--- config.mk ---
export PLATFORM = sky130hd
export DESIGN_NAME = switch_config_fields
export DESIGN_NICKNAME = d
export VERILOG_FILES = /design/src/verilog/switch_config_pkg.sv /design/src/verilog/switch_config_fields.sv
export VERILOG_INCLUDE_DIRS = /design/src /design/src/verilog
export SDC_FILE = /design/constraint.sdc
export NUM_CORES = 2
export LEC_CHECK = 0
export ABC_AREA = 0
export BUFFER_PORTS_ARGS = -buffer_cell sky130_fd_sc_hd__buf_2
export CAP_MARGIN = 25
export CORE_MARGIN = 1
export CORE_UTILIZATION = 40
export CTS_CLUSTER_SIZE = 28
export DETAILED_ROUTE_END_ITERATION = 16
export PLACE_DENSITY_LB_ADDON = 0.05
export SLEW_MARGIN = 15
export SYNTH_ARGS = -nofsm -noshare
export SYNTH_HDL_FRONTEND = slang
export SYNTH_SLANG_ARGS = --single-unit
--- constraint.sdc ---
create_clock -name CLK -period 3.9 [get_ports CLK]
set_input_delay 0.78 -clock CLK [delete_from_list [all_inputs] [get_ports CLK]]
set_output_delay 0.78 -clock CLK [all_outputs]
set_load 0.01 [all_outputs]
--- src/verilog/switch_config_regs.svh ---
// Bit positions, reset word and timing constants of the switch configuration block
`ifndef SWITCH_CONFIG_REGS_SVH
`define SWITCH_CONFIG_REGS_SVH

`define CFG_RESET_WORD        32'h00000800
`define CFG_WRITE_MASK        32'h0001FFFF
`define CFG_P2_ADMIT_GAP_BIT  16
`define CFG_P2_UNK_TO_P1_BIT  14
`define CFG_P1_UNK_TO_P2_BIT  13
`define CFG_P2_UNK_HOST_BIT   12
`define CFG_CUT_THRU_BIT      11
`define CFG_TX_RDY_EMPTY_BIT  8
`define CFG_SFD_SRC_BIT       7
`define CFG_CLR_ON_RD_BIT     6
`define CFG_CRC_APPEND_BIT    5
`define CFG_P1_ADMIT_GAP_BIT  4
`define CFG_P1_UNK_HOST_BIT   2
`define CFG_MDC_SPEED_HI      1
`define CFG_MDC_SPEED_LO      0

`define MDC_SPEED_2M5         2'h0
`define MDC_SPEED_4M166       2'h1

// Clock period and management clock periods, in ns
`define CLK_PERIOD_NS         8
`define MDC_2M5_PERIOD_NS     400
`define MDC_4M166_PERIOD_NS   240
// Half periods in cycles; both divide exactly, 25 and 15 cycles of 8 ns
`define MDC_2M5_HALF_CYC      (`MDC_2M5_PERIOD_NS / (2 * `CLK_PERIOD_NS))
`define MDC_4M166_HALF_CYC    (`MDC_4M166_PERIOD_NS / (2 * `CLK_PERIOD_NS))

`define CRC_INIT              32'hFFFFFFFF
`define CRC_POLY_REFL         32'hEDB88320
`define CRC_RESIDUE           32'hDEBB20E3
`define CRC_LAST_BYTE_IDX     2'h3

`endif

--- src/verilog/switch_config_pkg.sv ---
// Types shared by the switch configuration block
package switch_config_pkg;

    typedef enum logic [0:0] {
        TX_PASS   = 1'b0,
        TX_APPEND = 1'b1
    } tx_state_type;

endpackage : switch_config_pkg

--- src/verilog/switch_config_fields.sv ---
// Switch configuration word, forwarding defaults, statistics, CRC and MDC rate logic
`timescale 1ns/1ps
`default_nettype none
`include "switch_config_regs.svh"

// Function
// - Port-1 unmatched frames dropped unless bit 13 or port-1 host bit; bit 13 forwards.
// - Per-port unknown-to-host bits send unmatched frames to host, low priority queue.
// - Generic SPI: transmit-ready on frame sent, or on empty FIFO when bit 8 set.
// - Bit 7 picks timestamp delimiter detect: 0 from PHY, 1 from MAC.
// - Clear-on-read off: reads leave counters, counters wrap to zero.
// - Clear-on-read on: read clears counter, counters saturate until read.
// - Generic SPI with clear-on-read: read also clears the next counter.
// - Bit 5 set: MAC appends CRC; clear: host frame already carries CRC.
// - Check CRC32 of each host frame carrying its own CRC (bit 5 clear), flag error on mismatch.
// - Received frames reach the host with their CRC32 kept.
// - Bit 4 set: port-1 MAC admits frames violating minimum gap.
// - Bits 1:0 set MDC rate: 00 is 2.5 MHz, 01 is 4.166 MHz.
// - Frame failing transmit CRC check is still sent.
module switch_config_fields
    import switch_config_pkg::*;
#(
    parameter int NUM_CNT = 16,
    parameter int CNT_W   = 32
) (
    // Clock and reset
    input  wire logic                       CLK,
    input  wire logic                       RST_B,
    // Configuration word access
    input  wire logic                       CFG_WR,
    input  wire logic [31:0]                CFG_WDATA,
    output var  logic [31:0]                CFG_RDATA,
    input  wire logic                       GENERIC_SPI,
    // Forwarding decision for unmatched frames
    input  wire logic                       FWD_REQ,
    input  wire logic                       FWD_FROM_P2,
    input  wire logic                       FWD_MATCH,
    output logic                            FWD_VALID,
    output logic                            FWD_TO_HOST,
    output logic                            FWD_TO_PORT,
    output logic                            FWD_DROP,
    output logic                            FWD_LOW_PRIO,
    output logic                            CUT_THRU_EN,
    // Transmit ready
    input  wire logic                       TX_FRAME_SENT,
    input  wire logic                       TX_FIFO_EMPTY,
    output logic                            TX_RDY,
    // Timestamp delimiter detect
    input  wire logic                       SFD_PHY,
    input  wire logic                       SFD_MAC,
    output logic                            SFD_TS,
    // Statistics counters
    input  wire logic [NUM_CNT-1:0]         CNT_INC,
    input  wire logic                       CNT_RD,
    input  wire logic [$clog2(NUM_CNT)-1:0] CNT_RD_IDX,
    output logic [CNT_W-1:0]                CNT_RDATA,
    // Host transmit byte stream
    input  wire logic                       TX_IN_VALID,
    input  wire logic [7:0]                 TX_IN_DATA,
    input  wire logic                       TX_IN_LAST,
    output logic                            TX_IN_READY,
    output logic                            TX_OUT_VALID,
    output logic [7:0]                      TX_OUT_DATA,
    output logic                            TX_OUT_LAST,
    output logic                            TX_FCS_ERR,
    // Receive byte stream toward host
    input  wire logic                       RX_IN_VALID,
    input  wire logic [7:0]                 RX_IN_DATA,
    input  wire logic                       RX_IN_LAST,
    output logic                            RX_OUT_VALID,
    output logic [7:0]                      RX_OUT_DATA,
    output logic                            RX_OUT_LAST,
    // Minimum gap admission
    input  wire logic                       P1_RX_START,
    input  wire logic                       P1_GAP_SHORT,
    input  wire logic                       P2_RX_START,
    input  wire logic                       P2_GAP_SHORT,
    output logic                            P1_RX_REJECT,
    output logic                            P2_RX_REJECT,
    // Management clock
    output logic                            MDC,
    output logic                            MDC_RISE
);

    if (NUM_CNT < 2 || CNT_W < 2) begin : g_bad_params
        $error("switch_config_fields: NUM_CNT and CNT_W must be at least 2");
    end

    // ----------------------------------------------------------------
    // Configuration word
    // ----------------------------------------------------------------
    logic [31:0] cfg_q;

    always_ff @(posedge CLK or negedge RST_B) begin
        if (!RST_B) begin
            cfg_q <= `CFG_RESET_WORD;
        end else if (CFG_WR) begin
            cfg_q <= CFG_WDATA & `CFG_WRITE_MASK;
        end
    end

    always_ff @(posedge CLK or negedge RST_B) begin
        if (!RST_B) begin
            CFG_RDATA   <= `CFG_RESET_WORD;
            CUT_THRU_EN <= 1'b1;
        end else begin
            CFG_RDATA   <= cfg_q;
            CUT_THRU_EN <= cfg_q[`CFG_CUT_THRU_BIT];
        end
    end

    // ----------------------------------------------------------------
    // Forwarding of frames matching no address filter
    // ----------------------------------------------------------------
    logic unk_to_port;
    logic unk_to_host;

    always_comb begin
        unk_to_port = FWD_FROM_P2 ? cfg_q[`CFG_P2_UNK_TO_P1_BIT] : cfg_q[`CFG_P1_UNK_TO_P2_BIT];
        unk_to_host = FWD_FROM_P2 ? cfg_q[`CFG_P2_UNK_HOST_BIT] : cfg_q[`CFG_P1_UNK_HOST_BIT];
    end

    always_ff @(posedge CLK or negedge RST_B) begin
        if (!RST_B) begin
            FWD_VALID    <= 1'b0;
            FWD_TO_HOST  <= 1'b0;
            FWD_TO_PORT  <= 1'b0;
            FWD_DROP     <= 1'b0;
            FWD_LOW_PRIO <= 1'b0;
        end else begin
            FWD_VALID    <= FWD_REQ && !FWD_MATCH;
            FWD_TO_PORT  <= FWD_REQ && !FWD_MATCH && unk_to_port;
            FWD_TO_HOST  <= FWD_REQ && !FWD_MATCH && unk_to_host;
            FWD_LOW_PRIO <= FWD_REQ && !FWD_MATCH && unk_to_host;
            FWD_DROP     <= FWD_REQ && !FWD_MATCH && !unk_to_port && !unk_to_host;
        end
    end

    // ----------------------------------------------------------------
    // Transmit ready, delimiter source, gap admission
    // ----------------------------------------------------------------
    always_ff @(posedge CLK or negedge RST_B) begin
        if (!RST_B) begin
            TX_RDY <= 1'b0;
        end else begin
            // ready on sent frame, or on empty FIFO instead when bit 8 set
            TX_RDY <= GENERIC_SPI &&
                      (cfg_q[`CFG_TX_RDY_EMPTY_BIT] ? TX_FIFO_EMPTY : TX_FRAME_SENT);
        end
    end

    always_ff @(posedge CLK or negedge RST_B) begin
        if (!RST_B) begin
            SFD_TS <= 1'b0;
        end else begin
            SFD_TS <= cfg_q[`CFG_SFD_SRC_BIT] ? SFD_MAC : SFD_PHY;
        end
    end

    always_ff @(posedge CLK or negedge RST_B) begin
        if (!RST_B) begin
            P1_RX_REJECT <= 1'b0;
            P2_RX_REJECT <= 1'b0;
        end else begin
            P1_RX_REJECT <= P1_RX_START && P1_GAP_SHORT && !cfg_q[`CFG_P1_ADMIT_GAP_BIT];
            P2_RX_REJECT <= P2_RX_START && P2_GAP_SHORT && !cfg_q[`CFG_P2_ADMIT_GAP_BIT];
        end
    end

    // ----------------------------------------------------------------
    // Statistics counters
    // ----------------------------------------------------------------
    logic [CNT_W-1:0] cnt_q [NUM_CNT];
    logic             clr_on_rd;

    assign clr_on_rd = cfg_q[`CFG_CLR_ON_RD_BIT];

    for (genvar i = 0; i < NUM_CNT; i++) begin : g_cnt
        localparam int IDX_W = $clog2(NUM_CNT);
        logic hit;
        logic clr;
        // with generic SPI and clear-on-read, a read also clears the next location
        assign hit = CNT_RD && ((CNT_RD_IDX == IDX_W'(i)) ||
                     (GENERIC_SPI && i > 0 &&
                      (CNT_RD_IDX == IDX_W'(i - 1))));
        assign clr = hit && clr_on_rd;

        always_ff @(posedge CLK or negedge RST_B) begin
            if (!RST_B) begin
                cnt_q[i] <= '0;
            end else if (clr) begin
                // An event in the clearing cycle is kept
                cnt_q[i] <= CNT_W'(CNT_INC[i]);
            end else if (CNT_INC[i]) begin
                if (!(clr_on_rd && &cnt_q[i]))
                    cnt_q[i] <= cnt_q[i] + 1'b1;
            end
        end
    end

    always_ff @(posedge CLK or negedge RST_B) begin
        if (!RST_B) begin
            CNT_RDATA <= '0;
        end else if (CNT_RD) begin
            CNT_RDATA <= cnt_q[CNT_RD_IDX];
        end
    end

    // ----------------------------------------------------------------
    // Transmit CRC append and check
    // ----------------------------------------------------------------
    function automatic logic [31:0] crc_byte(input logic [31:0] crc, input logic [7:0] b);
        logic [31:0] c;
        c = crc ^ {24'h000000, b};
        for (int k = 0; k < 8; k++) begin
            c = c[0] ? ((c >> 1) ^ `CRC_POLY_REFL) : (c >> 1);
        end
        return c;
    endfunction : crc_byte

    tx_state_type tx_state_q;
    logic [31:0]  crc_q;
    logic [1:0]   app_idx_q;
    logic         tx_take;
    logic [31:0]  crc_d;

    assign tx_take = TX_IN_VALID && TX_IN_READY;
    assign crc_d   = crc_byte(crc_q, TX_IN_DATA);

    always_ff @(posedge CLK or negedge RST_B) begin
        if (!RST_B) begin
            tx_state_q   <= TX_PASS;
            crc_q        <= `CRC_INIT;
            app_idx_q    <= 2'h0;
            TX_IN_READY  <= 1'b1;
            TX_OUT_VALID <= 1'b0;
            TX_OUT_DATA  <= 8'h00;
            TX_OUT_LAST  <= 1'b0;
            TX_FCS_ERR   <= 1'b0;
        end else begin
            TX_OUT_VALID <= 1'b0;
            TX_OUT_LAST  <= 1'b0;
            TX_FCS_ERR   <= 1'b0;
            unique case (tx_state_q)
                TX_PASS: begin
                    if (tx_take) begin
                        TX_OUT_VALID <= 1'b1;
                        TX_OUT_DATA  <= TX_IN_DATA;
                        crc_q        <= crc_d;
                        if (TX_IN_LAST) begin
                            if (cfg_q[`CFG_CRC_APPEND_BIT]) begin
                                tx_state_q  <= TX_APPEND;
                                app_idx_q   <= 2'h0;
                                TX_IN_READY <= 1'b0;
                            end else begin
                                // host CRC checked, frame still sent
                                TX_OUT_LAST <= 1'b1;
                                TX_FCS_ERR  <= (crc_d != `CRC_RESIDUE);
                                crc_q       <= `CRC_INIT;
                            end
                        end
                    end
                end
                TX_APPEND: begin
                    TX_OUT_VALID <= 1'b1;
                    TX_OUT_DATA  <= ~crc_q[8*app_idx_q +: 8];
                    app_idx_q    <= app_idx_q + 2'h1;
                    if (app_idx_q == `CRC_LAST_BYTE_IDX) begin
                        TX_OUT_LAST <= 1'b1;
                        crc_q       <= `CRC_INIT;
                        tx_state_q  <= TX_PASS;
                        TX_IN_READY <= 1'b1;
                    end
                end
            endcase
        end
    end

    // ----------------------------------------------------------------
    // Receive path toward host keeps the frame check bytes
    // ----------------------------------------------------------------
    always_ff @(posedge CLK or negedge RST_B) begin
        if (!RST_B) begin
            RX_OUT_VALID <= 1'b0;
            RX_OUT_DATA  <= 8'h00;
            RX_OUT_LAST  <= 1'b0;
        end else begin
            RX_OUT_VALID <= RX_IN_VALID;
            RX_OUT_DATA  <= RX_IN_DATA;
            RX_OUT_LAST  <= RX_IN_VALID && RX_IN_LAST;
        end
    end

    // ----------------------------------------------------------------
    // Management clock divider
    // ----------------------------------------------------------------
    localparam logic [7:0] HALF_SLOW = 8'(`MDC_2M5_HALF_CYC);
    localparam logic [7:0] HALF_FAST = 8'(`MDC_4M166_HALF_CYC);

    logic [7:0] mdc_cnt_q;
    logic [7:0] mdc_half;

    // rate select; reserved codes run at the slow rate
    assign mdc_half = (cfg_q[`CFG_MDC_SPEED_HI:`CFG_MDC_SPEED_LO] == `MDC_SPEED_4M166)
                      ? HALF_FAST : HALF_SLOW;

    always_ff @(posedge CLK or negedge RST_B) begin
        if (!RST_B) begin
            mdc_cnt_q <= 8'h00;
            MDC       <= 1'b0;
            MDC_RISE  <= 1'b0;
        end else begin
            MDC_RISE <= 1'b0;
            if (mdc_cnt_q >= mdc_half - 8'h01) begin
                mdc_cnt_q <= 8'h00;
                MDC       <= !MDC;
                MDC_RISE  <= !MDC;
            end else begin
                mdc_cnt_q <= mdc_cnt_q + 8'h01;
            end
        end
    end

endmodule : switch_config_fields
`default_nettype wire

======== Word-level counts from Yosys, hierarchy flattened ========
Index checks and enable logic that the tools add are counted.
W data, S select, Z words.
cells by class
  equal/unequal tests ..................... 38
  div/mod/pow operators ................... 0
  mux-type cells .......................... 98
  reduce and logical (&&, ||, !) cells .... 148
  shift operators ......................... 1
  $lt $le $gt $ge ......................... 2
  multiply operators ...................... 0
  add/subtract/negate cells ............... 19
  bitwise operators ....................... 12
operator list
  kind                     count
  $mux W32                 62
  $add A32 B1 Y32 const B  16
  $reduce_and A32 Y1       16
  $bmux W32 S4             1
  $not A13 Y14             8
  $logic_and A1 B1 Y1      75
  $pmux W32 S2             1
  $ne A2 B2 Y1 const B     19
  $reduce_and A2 Y1        17
  $eq A4 B4 Y1 const B     8
  $ne A32 B32 Y1 const B   1
  $reduce_bool A2 Y1       16
  $shiftx A32 B6 Y8        1
  $xor A32 B8 Y32          1
  $mux W1                  22
  $eq A4 B3 Y1 const B     4
  $mux W8                  2
  $pmux W8 S2              1
  $logic_or A1 B1 Y1       15
  $add A8 B1 Y8 const B    1
  $eq A4 B2 Y1 const B     2
  $ge A8 B8 Y1             1
  $not A8 Y8               1
  $pmux W1 S2              4
  16 further kinds         23
storage, ports and cells
  bits in latches ......................... 0
  ROM bits ................................ 0
  bits in registers ....................... 654
  output and inout port bits .............. 98
  RAM bits ................................ 0
  memories ................................ 0

======== Logic depth before layout (Yosys ltp) ========
  depth in word-level cells ............... 22
  gate-level depth with buffers ........... 10
  depth with buffers taken out ............ 9

======== Worst setup path before layout ========
OpenSTA, ideal clock, no wires.
  path type ............................... input to register
  start ................................... input CNT_RD_IDX[0]
  end ..................................... register CNT_RDATA[3]
  stages on the path ...................... 5
  data required time ...................... 3.775 ns
  arrival ................................. 2.740 ns
  path slack .............................. 1.035 ns
  library setup time ...................... 0.125 ns
  cell sequence ........................... buf_2 -> buf_1 -> mux4_1 -> mux4_2 -> mux2_2
on the way
  longest elaborated chain between the ends .. 4
ends and longest elaborated chain
  element                                       line                         RTL
  start: declaration                            switch_config_fields.sv:55   input wire logic [$clog2(NUM_CNT)-1:0] CNT_RD_IDX,
  $not A4 Y5 (implied by the code)              switch_config_fields.sv:205  CNT_RDATA <= cnt_q[CNT_RD_IDX];
  $bmux W32 S4                                  switch_config_fields.sv:205
  $mux W32 (implied by the code) (2 in series)  switch_config_fields.sv:205
  end signal: assignment                        switch_config_fields.sv:205
  end: declaration                              switch_config_fields.sv:56   output logic [CNT_W-1:0] CNT_RDATA,
No other way between the ends. The select of a mux whose other input is x is not followed.
A chain may end at the register's enable or synchronous reset.

======== Worst setup path in the final report ========
  start ................................... register cnt_q[480] (netlist bit)
  end ..................................... register cnt_q[485] (netlist bit)
on the way
  longest elaborated chain between the ends .. 4
  elaborated cells on any way between the ends .. 8
  those cells by class .................... 1 x add/sub; 1 x eq/ne; 3 x mux; 3 x reduce/logical
ends and longest elaborated chain
  element                                                       line                                                      RTL
  start: declaration                                            switch_config_fields.sv:173                               logic [CNT_W-1:0] cnt_q [NUM_CNT];
  start signal: indexed assignment                              switch_config_fields.sv:193                               cnt_q[i] <= CNT_W'(CNT_INC[i]);
  start signal: indexed assignment                              switch_config_fields.sv:196                               cnt_q[i] <= cnt_q[i] + 1'b1;
  $add A32 B1 Y32 / $reduce_and A32 Y1 (equally long branches)  switch_config_fields.sv:196, switch_config_fields.sv:195
  $mux W32 / $logic_and A1 B1 Y1 (equally long branches)        switch_config_fields.sv:195                               if (!(clr_on_rd && &cnt_q[i]))
  $mux W32 / $ne A2 B2 Y1 (equally long branches)               -
  $mux W32 / $reduce_and A2 Y1 (equally long branches)          -
Parallel ways exist; a longest one is shown, timed or not. The select of a mux whose other input is x is not followed.

==> results.yml <==
finish:
  final_area_sq_um: 41140
  areaGrowthSynthToFinish_pct: 13.95
  final_cell_mix: "dfrtp_1 (618), nor2_1 (571), xor2_1 (274)"
  final_common_cell: "dfrtp_1"
  num-fill-cells: 8289
  stdcell_count: 4902
  fin_nets: 3784
  drive_above_1_share: 0.1770
  fin_util: 0.4626
synthesis:
  ys_seq_elements: 653
  synth_warnings: 0
  async_flop_share: 1.000
  synth_cells: 3491
  ys.flop_type: "dfrtp_1"
  ys_types: 81
  ys_seq_area_frac: 0.4538
  syn-mean-instance-area_sq_um: 10.34
  synth_edf_count: 0
  syn-cell-area_sq_um: 36100
routing:
  wl_per_cell_um: 22.56
  drt-initial-drc-count: 2390
  wirelength_mm: 110.6
  vias: 27817
  ant_nets: 0
  avgViaCountPerCell: 5.675
  drc: 0
  dr.pass1.iters: 6
place:
  hpwl_mm: 83.06
  place_inst: 4758
  place_congestion: 0.8880
  placed_area_sq_um: 38550
  place_ws_ps: 637.7
  io_buffers: 155
global_routing:
  antenna_found_initial: 9
  grt-ovfl-total: 0
  grt_max_degree: 77
  grt_pass1_vias: 27554
  grt_pass1_wl_mm: 171.6
  grtUsageTotal: 0.2469
timing:
  setup_violations: 0
  fmax_mhz: 344.3
  setup_tns_ps: 0
  clock_skew_ps: 25.47
  worst_slack_ps: 995.5
  period_share: 0.7448
  hold_viol_final: 0
  rsz0062_at_grt: "no"
  slew_headroom: 0.2491
  worst_pin_slew_ps: 1116
  slew_violations: 0
  layout_min_cycle_time_ps: 2905
floorplanning:
  die_h_um: 302.4
  io_pins: 186
  die_w_um: 302.4
  rows: 109
  initial_utilization: 0.4060
  core_area_sq_um: 88920
  dieArea_sq_um: 91460
clock_tree:
  root_buffer: "clkbuf_16"
  cts_hold_buf: 0
  post_cts_resized: 0
  cts_buffers: 78
  cts_tree: "built"
  post_cts_buffers: 0
  cts_max_path_buffers: 3
  cts_sinks: 653
  insertion_delay_ps: 650
  clkTransAtPathRegs_ps: 60
  h-tree-depth: 3
worst_setup_path:
  critical_path_class: "reg2reg"
  critical_path_arrival_ps: 3400
  start_kind: "flip-flop"
  crit_path_max_fanout: 13
  required_ps: 4400
  endpoint_kind: "flip-flop"
power_and_ir_drop:
  p_sw_frac: 0.3149
  p_int_uw: 14090
  seqPwrFrac: 0.425
  clockPowerShare: 0.359
  switchingPower_uw: 6477
  powerDensity_nw_per_um2: 500.0
  combPwrFrac: 0.216
  ir_drop_mv: 0.3623
  p_leak_uw: 0.01767
worst_hold_path:
  min_path_type: "in2async"
job:
  cap_violations: 0
status:
  outcome: "completed"
==> worst paths after layout <==
check,slack [ps],startpoint,end,cells past startpoint
hold / removal,90,RST_B,MDC_RISE,1
setup reg to reg,1000,cnt_q[480],cnt_q[485],8
hold reg to reg,370,cfg_q[11],CFG_RDATA[11],0
setup / recovery,1000,cnt_q[480],cnt_q[485],8
max in group asynchronous,2700,RST_B,cnt_q[265],2
min in group CLK,240,RX_IN_DATA[4],RX_OUT_DATA[4],1
==> cells in the mapped netlist (22+ instances only) <==
| cell | instances | area share |
|---|---|---|
| dfrtp_1 | 618 | 0.43 |
| nor2_1 | 581 | 0.060 |
| xor2_1 | 274 | 0.066 |
| nand2_1 | 244 | 0.025 |
| nand3_1 | 203 | 0.028 |
| xnor2_1 | 198 | 0.048 |
| mux4_2 | 167 | 0.10 |
| nand4_1 | 141 | 0.024 |
| a21oi_1 | 132 | 0.018 |
| clkbuf_1 | 98 | 0.010 |
| and3_1 | 85 | 0.015 |
| o21ai_0 | 83 | 0.012 |
| or3_1 | 77 | 0.013 |
| and4_1 | 76 | 0.018 |
| inv_1 | 63 | 0.0066 |
| nor3_1 | 59 | 0.0082 |
| mux2_2 | 50 | 0.016 |
| dfstp_2 | 35 | 0.025 |
| and2_1 | 29 | 0.0050 |
| mux2i_1 | 23 | 0.0064 |
| ha_1 | 22 | 0.0076 |
==> state kept, by name, summed over array words and instances (netlist names), 2 cells and up <==
register,count
CFG_RDATA,17
RX_OUT_DATA,8
cnt_q,512
mdc_cnt_q,8
crc_q,32
cfg_q,17
app_idx_q,2
TX_OUT_DATA,8
CNT_RDATA,32
==> cell families (layout without fill, tap and decap cells) <==
family / count (synthesis) / after routing / synth area share
buf+inv: 211 / 439 / 0.02464
fa+ha+maj: 22 / 22 / 0.007624
other cells: 1 / 19 / 0.0001039
xor+xnor: 485 / 485 / 0.1226
mux: 241 / 241 / 0.1269
simple gates: 1591 / 1591 / 0.2182
flops: 653 / 653 / 0.4538
compound gates: 287 / 287 / 0.04613
==> layout make-up <==
class	instances	area [sq um]	share of cell area
Sequential cell	653	16380	0.3983
Timing Repair Buffer	234	1516	0.03686
Clock buffer	125	2432	0.05913
Tap cell	1165	1458	0.03543
Multi-Input combinational cell	2643	18960	0.4608
Clock inverter	16	145.1	0.003528
Inverter	64	240.2	0.005840
Antenna cell	2	5.005	0.0001217
==> metal layers <==
metal | vias to the layer above | global-route usage | part of all wire
li1 | 12760 | - | -
met1 | 14206 | 0.3527 | 0.46
met2 | 686 | 0.3877 | 0.46
met3 | 163 | 0.03287 | 0.046
met4 | 2 | 0.08279 | 0.032
met5 | - | 0 | 0.00012
==> power by group through the flow <==
stage               sequential (uW)  combinational (uW)  clock (uW)
floorplan                      8440                3190           0
global placement               8810                4400           0
detailed placement             8830                4450           0
CTS                            8720                4490        7590
global route                   8860                4900        7840
finish                         8740                4440        7390
==> per-stage QoR <==
step | hold WS, ps | total power [uW]
global placement | 355.3 | 13210
finish | 92.20 | 20570
floorplan | 350.1 | 11630
global route | 94.92 | 21600
CTS | 89.11 | 20800
detailed placement | 356.7 | 13290
==> critical path, cell delays in order (launching register included) <==
cell,delay [ps]
dfrtp_1,520
ha_1,280
nand3_1,100
nor2_1,560
nand4_1,380
and2_1,470
nand4_1,210
xor2_1,180
nor2_1,60
Power figures use the tool's default switching activity.
